[src/rtl/sdcm_pkg.sv]
// Constants for the step/direction current mode controller
//
// Operation
// - Mode 0 disables step/direction operation and the block keeps its normal internally commanded mode.
// - Mode 1 selects hold or run current only from the enable input level, with no automatic switching.
// - Mode 2 moves from hold to run current on the first step pulse.
// - Mode 2 returns to hold current once the programmed interval has passed since the last step pulse.
// - Modes 2 and 3 ignore the enable inputs for both current selection and driver stage power.
// - Mode 3 applies run current continuously whatever the step activity.
// - Mode 4 switches current automatically as mode 2 while the enable inputs turn the driver stages on or off.
// - Mode 5 holds run current as mode 3 while the enable inputs turn the driver stages on or off.
// - The mode register accepts only 0 to 5, stays readable and writable, and other values are not to be written.
package sdcm_pkg;

  // ----------------------------------------------------------------
  // Register map
  // ----------------------------------------------------------------
  localparam logic [7:0] ADDR_MODE      = 8'hfe;
  localparam logic [7:0] ADDR_IDLE_TIME = 8'hf0;
  localparam logic [7:0] ADDR_STATUS    = 8'hf1;
  localparam int         MODE_W         = 3;
  localparam int         TIME_W         = 16;
  localparam logic [2:0] MODE_RST       = 3'h0;
  localparam logic [2:0] MODE_MAX       = 3'h5;
  localparam logic [15:0] IDLE_TIME_RST = 16'h00c8;

  // Status fields
  localparam int ST_RUN_BIT   = 0;
  localparam int ST_DRV_BIT   = 1;
  localparam int ST_SDACT_BIT = 2;

  // ----------------------------------------------------------------
  // Timing: idle interval is counted in 10 ms ticks
  // ----------------------------------------------------------------
  localparam int CLK_HZ        = 20000000;
  localparam int TICK_MS       = 10;
  localparam int TICK_CYCLES   = CLK_HZ / 1000 * TICK_MS;

  // ----------------------------------------------------------------
  // Modes
  // ----------------------------------------------------------------
  typedef enum logic [2:0] {
    MODE_OFF      = 3'h0,
    MODE_EN_SEL   = 3'h1,
    MODE_AUTO     = 3'h2,
    MODE_RUN      = 3'h3,
    MODE_AUTO_EN  = 3'h4,
    MODE_RUN_EN   = 3'h5
  } sd_mode_e;

  // Current state machine, one-hot
  typedef enum logic [1:0] {
    CUR_HOLD = 2'b01,
    CUR_RUN  = 2'b10
  } cur_state_e;

endpackage : sdcm_pkg

[src/rtl/step_dir_current_mode_ctrl.sv]
// Step/direction current and driver-stage mode controller
//
// The address-and-strobe port was left to the implementer.
`timescale 1ns/1ps
`default_nettype none
module step_dir_current_mode_ctrl
  import sdcm_pkg::*;
#(
  parameter int TICK_DIV = TICK_CYCLES  // Cycles per idle-time tick (shorten in simulation)
) (
  input  wire logic        clk,           // 20 MHz system clock
  input  wire logic        srst,          // Sync reset, active high
  input  wire logic [7:0]  reg_addr,      // Register address
  input  wire logic [15:0] reg_wdata,     // Register write data
  input  wire logic        reg_wr,        // Write strobe
  input  wire logic        reg_rd,        // Read strobe
  output logic      [15:0] reg_rdata,     // Read data, cycle after reg_rd
  input  wire logic        step_pin,      // Step input pin, asynchronous
  input  wire logic        enable_pin,    // Enable input pin, asynchronous
  input  wire logic        int_run_req,   // Internal controller run-current request
  input  wire logic        int_drv_en,    // Internal controller driver enable
  output logic             sd_active,     // Step/direction operation enabled
  output logic             run_current,   // 1 run current, 0 hold current
  output logic             drv_enable,    // Driver stages powered
  output logic             coil_enable,   // Coil outputs energised
  output logic             step_pulse     // Synchronised step rising edge pulse
);

  // ----------------------------------------------------------------
  // Pin synchronisers and tick
  // ----------------------------------------------------------------
  logic step_s;
  logic en_s;
  logic tick;

  sync2 u_sync_step (
    .clk  (clk),
    .srst (srst),
    .d    (step_pin),
    .q    (step_s)
  );

  sync2 u_sync_en (
    .clk  (clk),
    .srst (srst),
    .d    (enable_pin),
    .q    (en_s)
  );

  tick_gen #(
    .DIV (TICK_DIV)
  ) u_tick (
    .clk  (clk),
    .srst (srst),
    .tick (tick)
  );

  // ----------------------------------------------------------------
  // Registers
  // ----------------------------------------------------------------
  logic [MODE_W-1:0] mode_r;
  logic [TIME_W-1:0] idle_time_r;
  logic [15:0]       rdata_r;

  wire wr_mode = reg_wr && (reg_addr == ADDR_MODE);
  wire wr_idle = reg_wr && (reg_addr == ADDR_IDLE_TIME);
  // Out-of-range values are dropped so the mode always stays legal
  wire mode_ok = (reg_wdata[15:MODE_W] == '0) && (reg_wdata[MODE_W-1:0] <= MODE_MAX);

  always_ff @(posedge clk) begin
    if (srst) begin
      mode_r      <= MODE_RST;
      idle_time_r <= IDLE_TIME_RST;
    end else begin
      if (wr_mode && mode_ok) begin
        mode_r <= reg_wdata[MODE_W-1:0];
      end
      if (wr_idle) begin
        idle_time_r <= reg_wdata;
      end
    end
  end

  // ----------------------------------------------------------------
  // Mode decode
  // ----------------------------------------------------------------
  sd_mode_e mode;
  assign mode = sd_mode_e'(mode_r);

  wire m_off   = (mode == MODE_OFF);
  wire m_ensel = (mode == MODE_EN_SEL);
  wire m_auto  = (mode == MODE_AUTO) || (mode == MODE_AUTO_EN);
  wire m_run   = (mode == MODE_RUN) || (mode == MODE_RUN_EN);
  wire m_engate = (mode == MODE_AUTO_EN) || (mode == MODE_RUN_EN);

  // ----------------------------------------------------------------
  // Step edge and idle timer
  // ----------------------------------------------------------------
  logic step_d_r;
  logic [TIME_W-1:0] idle_cnt_r;
  cur_state_e        cur_r;
  cur_state_e        cur_nxt;

  wire step_rise = step_s && !step_d_r;
  wire timeout   = (idle_cnt_r >= idle_time_r);

  always_ff @(posedge clk) begin
    if (srst) begin
      step_d_r   <= 1'b0;
      step_pulse <= 1'b0;
    end else begin
      step_d_r   <= step_s;
      step_pulse <= step_rise;
    end
  end

  // Counter restarts on every step so the interval runs from the last one
  always_ff @(posedge clk) begin
    if (srst) begin
      idle_cnt_r <= '0;
    end else if (step_rise || cur_r != CUR_RUN) begin
      idle_cnt_r <= '0;
    end else if (tick && !timeout) begin
      idle_cnt_r <= idle_cnt_r + TIME_W'(1);
    end
  end

  always_comb begin
    cur_nxt = cur_r;
    case (cur_r)
      CUR_HOLD: begin
        if (step_rise) begin
          cur_nxt = CUR_RUN;
        end
      end
      CUR_RUN: begin
        if (!step_rise && timeout) begin
          cur_nxt = CUR_HOLD;
        end
      end
      default: cur_nxt = CUR_HOLD;
    endcase
    if (!m_auto) begin
      cur_nxt = CUR_HOLD;
    end
  end

  always_ff @(posedge clk) begin
    if (srst) begin
      cur_r <= CUR_HOLD;
    end else begin
      cur_r <= cur_nxt;
    end
  end

  // ----------------------------------------------------------------
  // Output selection
  // ----------------------------------------------------------------
  logic run_sel;
  logic drv_sel;

  always_comb begin
    run_sel = int_run_req;
    drv_sel = int_drv_en;
    if (m_ensel) begin
      run_sel = en_s;
      drv_sel = 1'b1;
    end else if (m_auto) begin
      run_sel = (cur_r == CUR_RUN);
      drv_sel = m_engate ? en_s : 1'b1;
    end else if (m_run) begin
      run_sel = 1'b1;
      drv_sel = m_engate ? en_s : 1'b1;
    end
  end

  always_ff @(posedge clk) begin
    if (srst) begin
      sd_active   <= 1'b0;
      run_current <= 1'b0;
      drv_enable  <= 1'b0;
      coil_enable <= 1'b0;
    end else begin
      sd_active   <= !m_off;
      run_current <= run_sel;
      drv_enable  <= drv_sel;
      coil_enable <= drv_sel;
    end
  end

  // ----------------------------------------------------------------
  // Read port
  // ----------------------------------------------------------------
  wire [15:0] status_w = {13'h0000, sd_active, drv_enable, run_current};
  wire [15:0] rd_mux   = (reg_addr == ADDR_MODE)      ? {13'h0000, mode_r} :
                         (reg_addr == ADDR_IDLE_TIME) ? idle_time_r :
                         (reg_addr == ADDR_STATUS)    ? status_w : 16'h0000;

  always_ff @(posedge clk) begin
    if (srst) begin
      rdata_r <= 16'h0000;
    end else begin
      rdata_r <= reg_rd ? rd_mux : 16'h0000;
    end
  end

  assign reg_rdata = rdata_r;

endmodule : step_dir_current_mode_ctrl
`default_nettype wire

[src/rtl/sync2.sv]
// Two flip-flop synchroniser for a pin level
`timescale 1ns/1ps
`default_nettype none
module sync2 (
  input  wire logic clk,   // System clock
  input  wire logic srst,  // Sync reset
  input  wire logic d,     // Asynchronous level
  output logic      q      // Synchronised level
);
  logic meta_r;

  always_ff @(posedge clk) begin
    if (srst) begin
      meta_r <= 1'b0;
      q      <= 1'b0;
    end else begin
      meta_r <= d;
      q      <= meta_r;
    end
  end
endmodule : sync2
`default_nettype wire

[src/rtl/tick_gen.sv]
// Free running tick pulse generator
`timescale 1ns/1ps
`default_nettype none
module tick_gen #(
  parameter int DIV = 200000  // Cycles per tick
) (
  input  wire logic clk,   // System clock
  input  wire logic srst,  // Sync reset
  output logic      tick   // One-cycle pulse every DIV cycles
);
  localparam int CW = $clog2(DIV);
  localparam logic [CW-1:0] LAST = CW'(DIV - 1);

  logic [CW-1:0] cnt_r;
  wire           wrap = (cnt_r == LAST);

  always_ff @(posedge clk) begin
    if (srst) begin
      cnt_r <= '0;
      tick  <= 1'b0;
    end else begin
      cnt_r <= wrap ? '0 : cnt_r + CW'(1);
      tick  <= wrap;
    end
  end
endmodule : tick_gen
`default_nettype wire

[config.mk]
export PLATFORM = sky130hd
export DESIGN_NAME = step_dir_current_mode_ctrl
export DESIGN_NICKNAME = d
export VERILOG_FILES = /design/src/rtl/sdcm_pkg.sv /design/src/rtl/step_dir_current_mode_ctrl.sv /design/src/rtl/sync2.sv /design/src/rtl/tick_gen.sv
export SDC_FILE = /design/constraint.sdc
export NUM_CORES = 1
export LEC_CHECK = 0
export CAP_MARGIN = 30
export CORE_ASPECT_RATIO = 0.7
export CORE_MARGIN = 2
export CORE_UTILIZATION = 50
export DETAILED_ROUTE_END_ITERATION = 8
export DONT_BUFFER_PORTS = 1
export HOLD_SLACK_MARGIN = 0.12
export PLACE_DENSITY = 0.69
export SLEW_MARGIN = 25
export SYNTH_ARGS = -nofsm -noshare
export SYNTH_HDL_FRONTEND = slang
export SYNTH_HIERARCHICAL = 1
export SYNTH_SLANG_ARGS = --single-unit
[constraint.sdc]
create_clock -name clk -period 5.05 [get_ports clk]
set_clock_uncertainty 0.2 [all_clocks]
set_input_delay 0.505 -clock clk [delete_from_list [all_inputs] [get_ports clk]]
set_output_delay 0.505 -clock clk [all_outputs]
set_load 0.005 [all_outputs]
==> flow_results.org, run 1 <==
** Run status
- The flow ran to the end, and the final reports show no timing, DRC or antenna violations.

** Cells and area
- Leading cell types in the layout, fill and taps excluded :: 81 x dfxtp_1, 48 x nor2_1, 21 x inv_1
- Area growth from synthesis to layout :: 13.1%
- Share of final-layout standard cells stronger than drive strength 1 :: 5.71%
- Final core occ :: 57.4%
- At the end of the flow, the number of nets in the layout was 465.
- Antenna Cells :: 0
- Most common cell after layout, fill and taps aside :: dfxtp_1

** Min path
- The startpoint identified for the worst hold timing path is reg_rd.
- Hold Crit Class :: primary input to flop
- Terminating pin of the worst hold path :: reg_rdata[2]
- Along the worst hold path, the cell count comes to 2.

** CTS
- Depth of the CTS H-tree :: 3
- Clock-pin slew on the worst setup and hold paths :: 0.10 ns
- Postcts setup bufs :: 0
- CTS placed an instance of clkbuf_8 at the clock tree root.
- Total clock buffers created by CTS :: 9
- Hold buffer count at cts :: 20
- Clock tree synthesis found a total of 81 sinks.
- TritonCTS built the clock tree.
- Worst-case clock buffer depth :: 2
- Post-cts repair resize count :: 0
- The clock reaches the later pin of the worst-skew pair after 0.36 ns.

** Worst setup path
- The worst register-to-register path ends at idle_cnt_r[9].
- Gate family responsible for the most delay along the worst path :: simple AND/OR/NAND/NOR gates
- Startpoint of the worst register-to-register path :: idle_time_r[6]
- Cell type of the slowest stage on the worst timing path :: and3b_1
- STA puts the critical path data arrival time at 2.91 ns.
- Counting both buffers and inverters, the worst setup path holds a total of 1.
- The worst register-to-register path has a depth of 8.
- Setup slack on the worst flop-to-flop path :: 2.56 ns
- CP Class :: primary input to flop
- Critical-path maximum fanout :: 19
- Critical Path Source Type :: primary input
- Crit end category :: flop
- For this run, the slowest stage of the critical path takes 0.90 ns.
- For the worst setup path, the data required time is 5.11 ns.
- Cell-by-cell listing of the critical path :: nand4_1 > nor4_1 > and3b_1 > mux2i_1 > nor2_1 > dlygate4sd3_1

** STA
- Hold Vio Cnt, Final :: 0
- PnR worst setup slack :: 2.19 ns
- Setup repair after global routing left no endpoint under its margin.
- Headroom to the max-slew limit came out at 35.5%.
- Slew of the pin with the lowest slew margin :: 0.967 ns
- For the finished layout, the period the worst path requires is 2.86 ns.
- Worst hold slack across all endpoints :: 0.156 ns
- Number of max-slew violations in the final report :: 0
- Setup total negative slack on the finished layout was measured at 0 ns.
- F_max :: 350 MHz
- Setup violations remaining at the end of the flow were counted as 0.
- The final critical path takes up 56.6% of the cycle.

** Place
- Port Buf Inserts :: 0
- OpenSTA, run right after detailed placement, puts the worst setup slack at 2.35 ns.
- Weighted congestion reported at the end of routability-driven placement :: 0.809
- After legalization and detailed placement, the total HPWL measured 5.19 mm.

** Routing
- In the routed design, unresolved DRC markers number 0.
- Total iterations of the first detailed-routing run :: 4
- Vias per cell :: 5.53
- For this block, the initial DRC count from the detailed router was 147.
- Mean routed wirelength per cell :: 14.5 um
- The routed design has 7.53 mm of wire.
- Routed vias :: 2862
- Post-route antenna net violation count :: 0

** Power
- PD cells :: 308 nW/um^2
- Fraction of power consumed by the clock network :: 46.8%
- The worst-case IR drop observed on VDD is 0.140 mV.
- Sw Share :: 21.6%
- In this run the power spent charging and discharging nets is 274 uW.
- The analysis attributes to cell leakage a power of 0.00149 uW.
- Reg power frac :: 50.8%
- The internal portion of the total power is 998 uW.
- Combinational logic is responsible for 2.4% of the overall power.

** Die
- The floorplan step defined a core boundary enclosing 7190 sq um.
- Die width :: 106 um
- Starting Density :: 50.8%
- Num ports :: 53
- After floorplanning, the core was divided into 26 placement rows.
- Die footprint :: 8010 sq um
- Measured along the y axis, the die boundary spans 75.5 um.

** Global route
- In the global route stage, overall resource usage came out at 19.9%.
- The via count of the first global-routing pass was 2569.
- The first global-routing pass estimated 12.4 mm of wire.
- Overflow left after global routing :: 0
- The number of antenna violations at the first check in global routing came to 0.
- Maximum number of pins on one net before global-route repair :: 31

** Logic synthesis
- Of the synthesized area, sequential elements account for 44.4%.
- Yosys attributes the largest share of cell area to dfxtp_1 44%, ha_1 6.2%, nor2_1 4.9%.
- The synthesized design spends more area on one cell type than any other, namely dfxtp_1.
- The Yosys step of the flow raised 6 warnings.
- Syn Std Cell Area :: 3650 sq um
- Main synth FF type :: dfxtp_1
- Number of storage elements in the synthesis netlist :: 81
- Averaged over all synthesized cells, the footprint is 9.10 sq um.
- Of the post-synthesis cell area, the dominant cell type holds 44.4%.
- Cell count after synthesis :: 401
- Net count after synthesis :: 451
- Counting flops with a built-in enable in the synthesized netlist gives 0.
- Share of flip-flops with an asynchronous set or reset after synthesis :: 0%
- Yosys mapped the design onto 49 distinct sky130hd cell types.

** Flow run
- Across the run, the number of max-cap violations was 0.
## cells in the mapped netlist, types with 2 or more instances
| cell | instances |
|---|---|
| a211o_1 | 5 |
| a211oi_1 | 4 |
| a21o_1 | 2 |
| a21oi_1 | 18 |
| a22oi_1 | 3 |
| and2_1 | 15 |
| and3_1 | 5 |
| and4_1 | 4 |
| buf_2 | 5 |
| buf_4 | 2 |
| buf_6 | 3 |
| clkbuf_1 | 8 |
| dfxtp_1 | 81 |
| ha_1 | 18 |
| inv_1 | 21 |
| mux2i_1 | 16 |
| nand2_1 | 15 |
| nand2b_1 | 4 |
| nand3_1 | 11 |
| nand4_1 | 11 |
| nor2_1 | 48 |
| nor2b_1 | 9 |
| nor3_1 | 6 |
| nor3b_1 | 2 |
| nor4_1 | 7 |
| o211ai_1 | 3 |
| o21ai_0 | 20 |
| o31ai_1 | 3 |
| or3_1 | 14 |
| or4_1 | 5 |
| xnor2_1 | 11 |
| xor2_1 | 5 |
## worst register-to-register path, delay by kind of cell (launching register included)
| kind | cells | cell delay (ns) |
|---|---|---|
| AOI/OAI and AO/OA | 5 | 0.99 |
| and+or+nand+nor | 1 | 0.51 |
| adders and majority gates | 1 | 0.31 |
| DFF | 1 | 0.35 |
| buffers and inverters | 1 | 0.08 |
## registers in the layout, summed over array words and instances (netlist names), 2 cells and up
name / flops
u_tick/cnt_r: 18
idle_cnt_r: 16
idle_time_r: 16
reg_rdata: 16
mode: 3
cur_r: 2
## per-layer routing
metal / share of wire, % / vias to the layer above / global-route usage, % / wire length, um
met4: 1.3 / 0 / 8.48 / 95
met2: 44 / 89 / 29.6 / 3290
met1: 48 / 1313 / 26.7 / 3630
met3: 6.8 / 11 / 6.50 / 511
met5: 0 / - / 0 / 0
li1: - / 1449 / - / -
## layout make-up
cell class,instances,area (sq um)
well taps,98,123
multi-input cells,281,1850
flip-flops and latches,81,1620
repair buffers,21,200
inverters,21,78.8
clock buffers,9,124
clock inverters,7,130
fillers,635,3060
## power by group through the flow
stage                     logic (uW)  clock network [uW]  registers, uW
after floorplan                 16.0                   0            661
after global placement          13.8                   0            662
after detailed placement        14.2                   0            662
after CTS                       30.7                 612            647
after global routing            34.1                 636            648
final                           30.4                 596            647
## cell families (layout without fill, tap and decap cells)
kind of cell    after synthesis  after routing  share of synthesized area (%)
simple gates                163            163                           24.4
fa+ha+maj                    18             18                           6.17
xor+xnor                     16             16                           3.84
flops                        81             81                           44.4
compound gates               67             67                           11.5
mux                          17             17                           4.69
buf+inv                      39             58                           5.00
## how the worst max path moves through the flow
stage,from,to,slack [ns],depth (start not counted)
final,reg_addr[6],idle_time_r[8],2.19,6
after floorplan,idle_time_r[2],idle_cnt_r[9],2.89,8
after CTS,reg_addr[6],idle_time_r[8],2.24,6
after global routing,reg_addr[6],idle_time_r[8],2.10,6
after global placement,reg_addr[6],idle_time_r[3],2.45,5
after detailed placement,reg_addr[6],idle_time_r[6],2.35,5
## per-stage QoR
| step | total power (uW) | area [sq um] | cells |
|---|---|---|---|
| global placement | 676 | 3670 | 481 |
| finish | 1270 | 4130 | 518 |
| CTS | 1290 | 4130 | 518 |
| detailed placement | 676 | 3670 | 482 |
| floorplan | 677 | 3650 | 401 |
| global route | 1320 | 4130 | 518 |
No activity file was read; power rests on OpenSTA's default activity.
==> run 2, diff against run 1 <==
--- a/config.mk
+++ b/config.mk
@@ -5,6 +5,7 @@
 export SDC_FILE = /design/constraint.sdc
 export NUM_CORES = 1
 export LEC_CHECK = 0
+export ABC_AREA = 1
 export CAP_MARGIN = 30
 export CORE_ASPECT_RATIO = 0.7
 export CORE_MARGIN = 2
==> constraint.sdc (replaced) <==
create_clock -name clk -period 2.9 [get_ports clk]
set_clock_uncertainty 0.2 [all_clocks]
set_input_delay 0.29 -clock clk [delete_from_list [all_inputs] [get_ports clk]]
set_output_delay 0.29 -clock clk [all_outputs]
set_load 0.005 [all_outputs]
==> flow_results.org, run 2 <==
** Logic synthesis
- Number of enable flip-flop cells after synthesis :: 0 (unchanged)
- The average footprint of a synthesized cell was 7.30 sq um (was 9.10 sq um).
- The library cell with the highest instance count after synthesis is nand2_1 (was dfxtp_1).
- The area fraction of the dominant cell type after synthesis is 39.9% (was 44.4%).
- Net count after synthesis :: 607 (was 451)
- Area contributors post-synth :: dfxtp_1 40%, nand2_1 12%, nor2_1 8.2% (was dfxtp_1 44%, ha_1 6.2%, nor2_1 4.9%)
- The count of different cell masters after synthesis came to 41 (was 49).
- Number of storage elements in the synthesis netlist :: 81 (unchanged)
- The warning count from the yosys run came to 6 (unchanged).
- The post-synthesis instance total is 557 (was 401).
- Leading post-synthesis cells by instance count :: 127 x nand2_1, 89 x nor2_1, 81 x dfxtp_1 (was 81 x dfxtp_1, 48 x nor2_1, 21 x inv_1)
- The area of the mapped netlist was 4070 sq um (was 3650 sq um).
- The flip-flop cell with the highest count after synthesis is dfxtp_1 (unchanged).
- The largest area contributor in the netlist is dfxtp_1 (unchanged).
- Share of flip-flops with an asynchronous set or reset after synthesis :: 0% (unchanged)
- The proportion of synthesized chip area in sequential cells is 39.9% (was 44.4%).

** Min path
- The class of the tightest hold or removal check is primary input to flop (unchanged).
- Worst hold stages :: 4 (was 2)

** Die
- Cell row count :: 27 (was 26)
- Starting Density :: 51.6% (was 50.8%)
- The placeable core region came to 7870 sq um (was 7190 sq um).
- The die span in x came to 112 um (was 106 um).
- The top-level I/O count came to 53 (unchanged).
- Die footprint :: 8880 sq um (was 8010 sq um)
- The height of the chip is 79.4 um (was 75.5 um).

** Worst setup path
- Critical-path maximum fanout :: 16 (was 19)
- Path depth of the worst reg2reg path :: 12 (was 8)
- Critical Path Source Type :: flop (was primary input)
- Cell repeated most along the worst path :: nand2_1
- Cell type of the slowest stage on the worst timing path :: dfxtp_1 (was and3b_1)
- The sort of element at the end of the critical path is a flop (unchanged).
- Critical Path Max Stage Delay :: 0.44 ns (was 0.90 ns)
- The data arrival time at the worst-slack endpoint came to 2.09 ns (was 2.91 ns).
- CP Class :: flop to flop (was primary input to flop)
- Cell-by-cell listing of the critical path :: inv_2 > ha_1 > nand2_1 > nor2_1 > nor2_1 > nand2_1 > nand2_1 > nand2_1 > nand2_2 > nand3_2 > nand2_1 > a21oi_1 (was nand4_1 > nor4_1 > and3b_1 > mux2i_1 > nor2_1 > dlygate4sd3_1)
- The data required time at the worst endpoint was 2.89 ns (was 5.11 ns).

** STA
- Slew Limit Headroom :: 52.6% (was 35.5%)
- The count of endpoints failing hold in the final timing report is 0 (unchanged).
- In the finished design, the share of the clock period the worst path needs comes to 72.3%.
- The number of pins exceeding their max-slew limit in the final report came to 0 (unchanged).
- The total negative slack came to 0 ns (unchanged).
- Slew of the pin with the lowest slew margin :: 0.711 ns (was 0.967 ns)
- RSZ-0062 raised after global routing :: no (unchanged)
- Counting I/O delays and the setup requirement, the final critical path takes 2.10 ns.
- Static timing analysis puts the maximum clock frequency at 477 MHz.
- Setup violation total in the final timing report :: 0 (unchanged)

** Cells and area
- The area added between synthesis and finish was 14.6% (was 13.1%).
- Final design area excluding fillers :: 4660 sq um (was 4130 sq um)
- Area occupied by multi-input gates :: 2080 sq um (was 1850 sq um)
- The final core area utilization was 59.2% (was 57.4%).
- Share of final-layout standard cells stronger than drive strength 1 :: 9.06% (was 5.71%)
- Fill cells :: 713 (was 635)
- Leading cell types in the layout, fill and taps excluded: 127 x nand2_1, 89 x nor2_1, 81 x dfxtp_1 (was 81 x dfxtp_1, 48 x nor2_1, 21 x inv_1).
- The flip-flop count of the largest register after layout is 18 (unchanged).
- The net count of the finished layout was 630 (was 465).
- Register Area :: 1620 sq um (unchanged)
- The number of antenna repair diodes was 0 (unchanged).
- Largest register by flop count :: u_tick/cnt_r (unchanged)
- The leading cell type in the layout, fill and taps excluded is nand2_1 (was dfxtp_1).

** Global route
- Overflow left after global routing :: 0 (unchanged)
- Total GRT Usage :: 21.5% (was 19.9%)
- Maximum number of pins on one net before global-route repair :: 27 (was 31)
- The first-pass GRT wire length was 15.4 mm (was 12.4 mm).
- Via count of the first global-routing pass :: 3246 (was 2569)
- The number of antenna violations at the first check in global routing was 0 (unchanged).

** CTS
- The number of buffers created by CTS was 9 (unchanged).
- The clock insertion delay at the later pin of the skew report came to 0.34 ns (was 0.36 ns).
- Depth of the CTS H-tree :: 3 (unchanged)
- The CTS tree is built (unchanged).
- Clock-pin slew on the worst setup and hold paths :: 0.06 ns (was 0.10 ns)
- The maximum buffer depth of the clock tree is 2 (unchanged).
- The CTS sink count is 81 (unchanged).
- The root buffer selected by CTS is clkbuf_16 (was clkbuf_8).
- The number of buffers inserted to repair setup after CTS came to 0 (unchanged).

** Routing
- The first-pass iteration count of the detailed router is 5 (was 4).
- The initial DRC count was 364 (was 147).
- The via density per instance came to 5.26 (was 5.53).
- Routed vias :: 3608 (was 2862)
- The met3 layer wire length in the routed design was 547 um (was 511 um).
- Top layer in use :: met4 (unchanged)
- The number of nets still failing antenna checks after routing was 0 (unchanged).
- Total routed wire length on the met1 layer :: 4.75 mm (was 3.63 mm)
- Mean routed wirelength per cell :: 13.1 um (was 14.5 um)
- The total DRC errors in the routed layout is 0 (unchanged).
- The total wire length after detailed routing came to 9.01 mm (was 7.53 mm).
- The met2 wirelength from detailed routing came to 3.60 mm (was 3.29 mm).

** Power
- PD cells :: 504 nW/um^2 (was 308 nW/um^2)
- The leakage dissipation is 0.00182 uW (was 0.00149 uW).
- The largest voltage drop on the vdd net was 0.356 mV (was 0.140 mV).

** Place
- Total half-perimeter wirelength after legalization and detailed placement :: 6.37 mm (was 5.19 mm)
- Port Buf Inserts :: 0 (unchanged)
- Weighted congestion reported at the end of routability-driven placement :: 0.880 (was 0.809)
- Dpl cell area :: 4110 sq um (was 3670 sq um)

** Flow run
- Maxcap violations :: 0 (unchanged)

** Run status
- Outcome :: complete, no violations (unchanged)
[run 2: cell families (layout without fill, tap and decap cells)]
family | count (synthesis) | in the layout | synth area share (%)
adders and majority gates | 18 | 18 | 5.54
DFF | 81 | 81 | 39.9
and+or+nand+nor | 287 | 287 | 31.4
xor gates and xnor gates | 13 | 13 | 2.80
buffers and inverters | 85 | 113 | 8.89
AOI/OAI and AO/OA | 73 | 73 | 11.4
[run 2: worst paths after layout]
path	slack, ns	endpoint	startpoint
worst min register to register	0.21	u_sync_en/q	u_sync_en/meta_r
worst max register to register	0.80	idle_cnt_r[10]	idle_cnt_r[0]
worst max-delay path	0.80	idle_cnt_r[10]	idle_cnt_r[0]
worst min-delay path	0.15	idle_time_r[6]	reg_wr
[run 2: metal layers]
layer / vias to the layer above / track usage (%)
met3: 15 / 5.62
met2: 101 / 30.3
met4: 0 / 6.54
li1: 1849 / -
met5: - / 0
met1: 1643 / 31.9
[run 2: per-stage QoR]
stage | cells | setup slack, ns | power, uW | hold slack, ns
after global routing | 686 | 0.512 | 2430 | 0.172
final | 686 | 0.803 | 2350 | 0.155
after detailed placement | 646 | 0.858 | 1190 | 0.168
after CTS | 686 | 0.821 | 2370 | 0.142
after floorplan | 557 | 1.03 | 1190 | 0.161
after global placement | 646 | 0.896 | 1190 | 0.166
[run 2: cell type report]
type                    count  share of cell area, %
repair buffers             26                   5.48
inverters                  71                   5.78
flip-flops and latches     81                   34.8
well taps                 101                   2.71
clock buffers               9                   4.84
multi-input cells         391                   44.7
clock inverters             7                   1.67
[run 2: timing repair]
item	in CTS	in global routing
hold buffers	24	0
endpoints found under the setup margin	0	0
endpoints found under the hold margin	50	0
gates resized for setup	0	0
[run 2: critical path: cells and delay by family (launching register included)]
family	cells	cell delay, ns
fa+ha+maj	1	0.28
simple gates	9	0.88
flops	1	0.44
buf+inv	1	0.07
compound gates	1	0.08
[run 2: report_power, final]
group          internal (uW)  leakage, uW  total, uW  switching (uW)
clock                    674     0.000140       1150             473
combinational           35.1      0.00102       73.4            38.2
sequential              1120     0.000655       1130            6.22
total                   1830      0.00182       2350             517
==> run 3, diff against run 2 <==
--- a/config.mk
+++ b/config.mk
@@ -13,7 +13,7 @@
 export DETAILED_ROUTE_END_ITERATION = 8
 export DONT_BUFFER_PORTS = 1
 export HOLD_SLACK_MARGIN = 0.12
-export PLACE_DENSITY = 0.69
+export PLACE_DENSITY = 0.72
 export SLEW_MARGIN = 25
 export SYNTH_ARGS = -nofsm -noshare
 export SYNTH_HDL_FRONTEND = slang
==> constraint.sdc (replaced) <==
create_clock -name clk -period 1.7 [get_ports clk]
set_clock_uncertainty 0.2 [all_clocks]
set_input_delay 0.17 -clock clk [delete_from_list [all_inputs] [get_ports clk]]
set_output_delay 0.17 -clock clk [all_outputs]
set_load 0.005 [all_outputs]
==> flow_results.org, run 3 (synthesis results as in run 2) <==
** Run status
- Outcome :: finished, violations left (was complete, no violations)
- Failing checks :: negative setup slack

** Power
- Worst-case vdd ir drop :: 0.745 mV (was 0.356 mV)
- The cell area power density is 766 nW/um^2 (was 504 nW/um^2).
- The leakage dissipation is 0.00219 uW (was 0.00182 uW).

** STA
- The final count of negative-setup-slack endpoints came to 21 (was 0).
- The final critical-path required period was 1.85 ns (was 2.10 ns).
- The count of endpoints failing hold in the final timing report came to 0 (unchanged).
- F_max :: 539 MHz (was 477 MHz)
- Final period utilization :: 109% (was 72.3%)
- PnR worst setup slack :: -0.155 ns (was 0.803 ns)
- The minimum hold slack came to 0.111 ns (was 0.155 ns).
- The worst relative slew slack was 56.0% (was 52.6%).
- Slew of the pin with the lowest slew margin :: 0.660 ns (was 0.711 ns)
- Number of max-slew violations in the final report :: 0 (unchanged)
- RSZ-0062 raised after global routing :: yes (was no)

** Worst setup path
- Crit end category :: flop (unchanged)
- Worst Path Arrival :: 1.86 ns (was 2.09 ns)
- Setup slack on the worst flop-to-flop path :: -0.15 ns (was 0.80 ns)
- CP Class :: flop to flop (unchanged)
- Worst endpoint required time :: 1.70 ns (was 2.89 ns)
- Crit path depth :: 12 (unchanged)
- The slowest library cell on the worst path is dfxtp_2 (was dfxtp_1).
- Gate family responsible for the most delay along the worst path :: simple AND/OR/NAND/NOR gates (unchanged)
- The delay contributed by the slowest stage of the critical path is 0.32 ns (was 0.44 ns).
- Critical Path Source Type :: flop (unchanged)
- Cell-by-cell listing of the critical path :: inv_2 > ha_4 > nand2_2 > nand2_1 > nor2_1 > nand2_1 > nand2_1 > nand2_2 > nand2_4 > nand3_4 > nand2_2 > a21oi_2 (was inv_2 > ha_1 > nand2_1 > nor2_1 > nor2_1 > nand2_1 > nand2_1 > nand2_1 > nand2_2 > nand3_2 > nand2_1 > a21oi_1)
- Critical-path maximum fanout :: 8 (was 16)
- CP bufs+invs :: 1 (unchanged)
- Path depth of the worst reg2reg path :: 12 (unchanged)

** Die
- The placeable core region is 7870 sq um (unchanged).
- The height of the chip came to 79.4 um (unchanged).
- The standard-cell row count came to 27 (unchanged).
- The die span in x is 112 um (unchanged).
- Num ports :: 53 (unchanged)
- The total die area is 8880 sq um (unchanged).
- The starting density of the core was 51.6% (unchanged).

** Cells and area
- Antenna Cells :: 0 (unchanged)
- The fraction of layout cells with a size suffix above 1 was 30.8% (was 9.06%).
- Most common cell after layout, fill and taps aside :: nand2_1 (unchanged)
- Leading cell types in the layout, fill and taps excluded: 107 x nand2_1, 85 x nor2_1, 59 x dfxtp_1 (was 127 x nand2_1, 89 x nor2_1, 81 x dfxtp_1).
- Final-stage net count :: 695 (was 630)
- The register containing the most flip-flops in the final layout is u_tick/cnt_r (unchanged).
- The final core area utilization was 70.8% (was 59.2%).
- The filler cell count in the final layout was 550 (was 713).
- Flip-flop count of the largest register, all copies and words added :: 18 (unchanged)
- Area growth from synthesis to layout :: 37.0% (was 14.6%)

** CTS
- The count of H-tree levels built during CTS came to 3 (unchanged).
- Clock-pin slew on the worst setup and hold paths :: 0.07 ns (was 0.06 ns)
- The root buffer selected by CTS is clkbuf_16 (unchanged).
- Clock Latency Late Sink :: 0.35 ns (was 0.34 ns)
- Total clock buffers created by CTS :: 9 (unchanged)
- The CTS tree is built (unchanged).
- Worst-case clock buffer depth :: 2 (unchanged)
- CTS sink cnt :: 81 (unchanged)

** Routing
- Mean routed wirelength per cell :: 15.1 um (was 13.1 um)
- The total wire length after detailed routing was 11.3 mm (was 9.01 mm).
- The initial DRC count was 307 (was 364).
- Post-route antenna net violation count :: 0 (unchanged)
- Vias per cell :: 5.33 (was 5.26)
- Total iterations of the first detailed-routing run :: 6 (was 5)
- Post-route DRC violation count :: 0 (unchanged)
- Routed vias :: 4006 (was 3608)

** Global route
- Number of antenna violations at the first check in global routing :: 0 (unchanged)
- Maximum number of pins on one net before global-route repair :: 27 (unchanged)
- Overflow left after global routing :: 0 (unchanged)
- The first-pass GRT wire length came to 18.0 mm (was 15.4 mm).
- Total GRT Usage :: 25.5% (was 21.5%)
- The via count of the first global-routing pass is 3753 (was 3246).

** Place
- The HPWL after detailed placement came to 6.90 mm (was 6.37 mm).
- Weighted congestion reported at the end of routability-driven placement :: 0.860 (was 0.880)
- The total of buffers placed on input and output ports was 0 (unchanged).

** Flow run
- The max capacitance violation total is 0 (unchanged).

** Min path
- Hold Crit Class :: primary input to flop (unchanged)
- The worst hold path depth was 7 (was 4).
==> run 3: worst reg2reg max path, stage by stage (launching register included) <==
cell and delay, ns:
dfxtp_2 0.32, inv_2 0.07, ha_4 0.21, nand2_2 0.05
nand2_1 0.05, nor2_1 0.11, nand2_1 0.07, nand2_1 0.08
nand2_2 0.07, nand2_4 0.12, nand3_4 0.17, nand2_2 0.14
a21oi_2 0.06
==> run 3: area by class of cell <==
class	instances	area [sq um]	share of cell area, %
well taps	101	126	2.27
clock buffers	9	225	4.04
flip-flops and latches	81	1650	29.6
clock inverters	7	108	1.93
repair buffers	90	781	14.0
inverters	71	273	4.90
multi-input cells	392	2410	43.2
==> run 3: through the flow <==
stage	area (sq um)	total power [uW]	worst slack, ns	TNS [ns]	instances
after floorplan	4170	2030	-0.0451	-0.441	557
after global placement	4530	2040	-0.0802	-1.14	689
after detailed placement	4530	2040	-0.127	-1.88	689
after CTS	5420	4260	-0.0809	-0.989	743
after global routing	5570	4380	-0.254	-4.23	751
final	5570	4270	-0.155	-2.46	751
==> run 3: final timing paths <==
check / startpoint / end
setup reg to reg: idle_time_r[3] / idle_cnt_r[8]
hold reg to reg: u_sync_en/meta_r / u_sync_en/q
setup / recovery: idle_time_r[3] / idle_cnt_r[8]
hold / removal: reg_wdata[1] / mode[2]
==> run 3: routing by layer <==
layer	GRT usage [%]	wire length [um]
met4	10.1	233
met3	5.32	616
met5	0	0
met1	33.3	5230
met2	41.8	5240
==> run 3: repair_timing <==
action / CTS / global route
hold buffers: 32 / 1
pin swaps: 29 / 15
cloned: 3 / 0
endpoints found under the hold margin: 63 / 3
setup endpoints to repair: 18 / 52
gates resized for setup: 50 / 32
setup buffers: 3 / 8
==> run 3: report_power, final <==
part / switching [uW] / internal (uW) / leakage (uW)
combinational: 81.1 / 83.3 / 0.00136
sequential: 10.9 / 1910 / 0.000665
clock: 861 / 1320 / 0.000160
total: 953 / 3310 / 0.00219
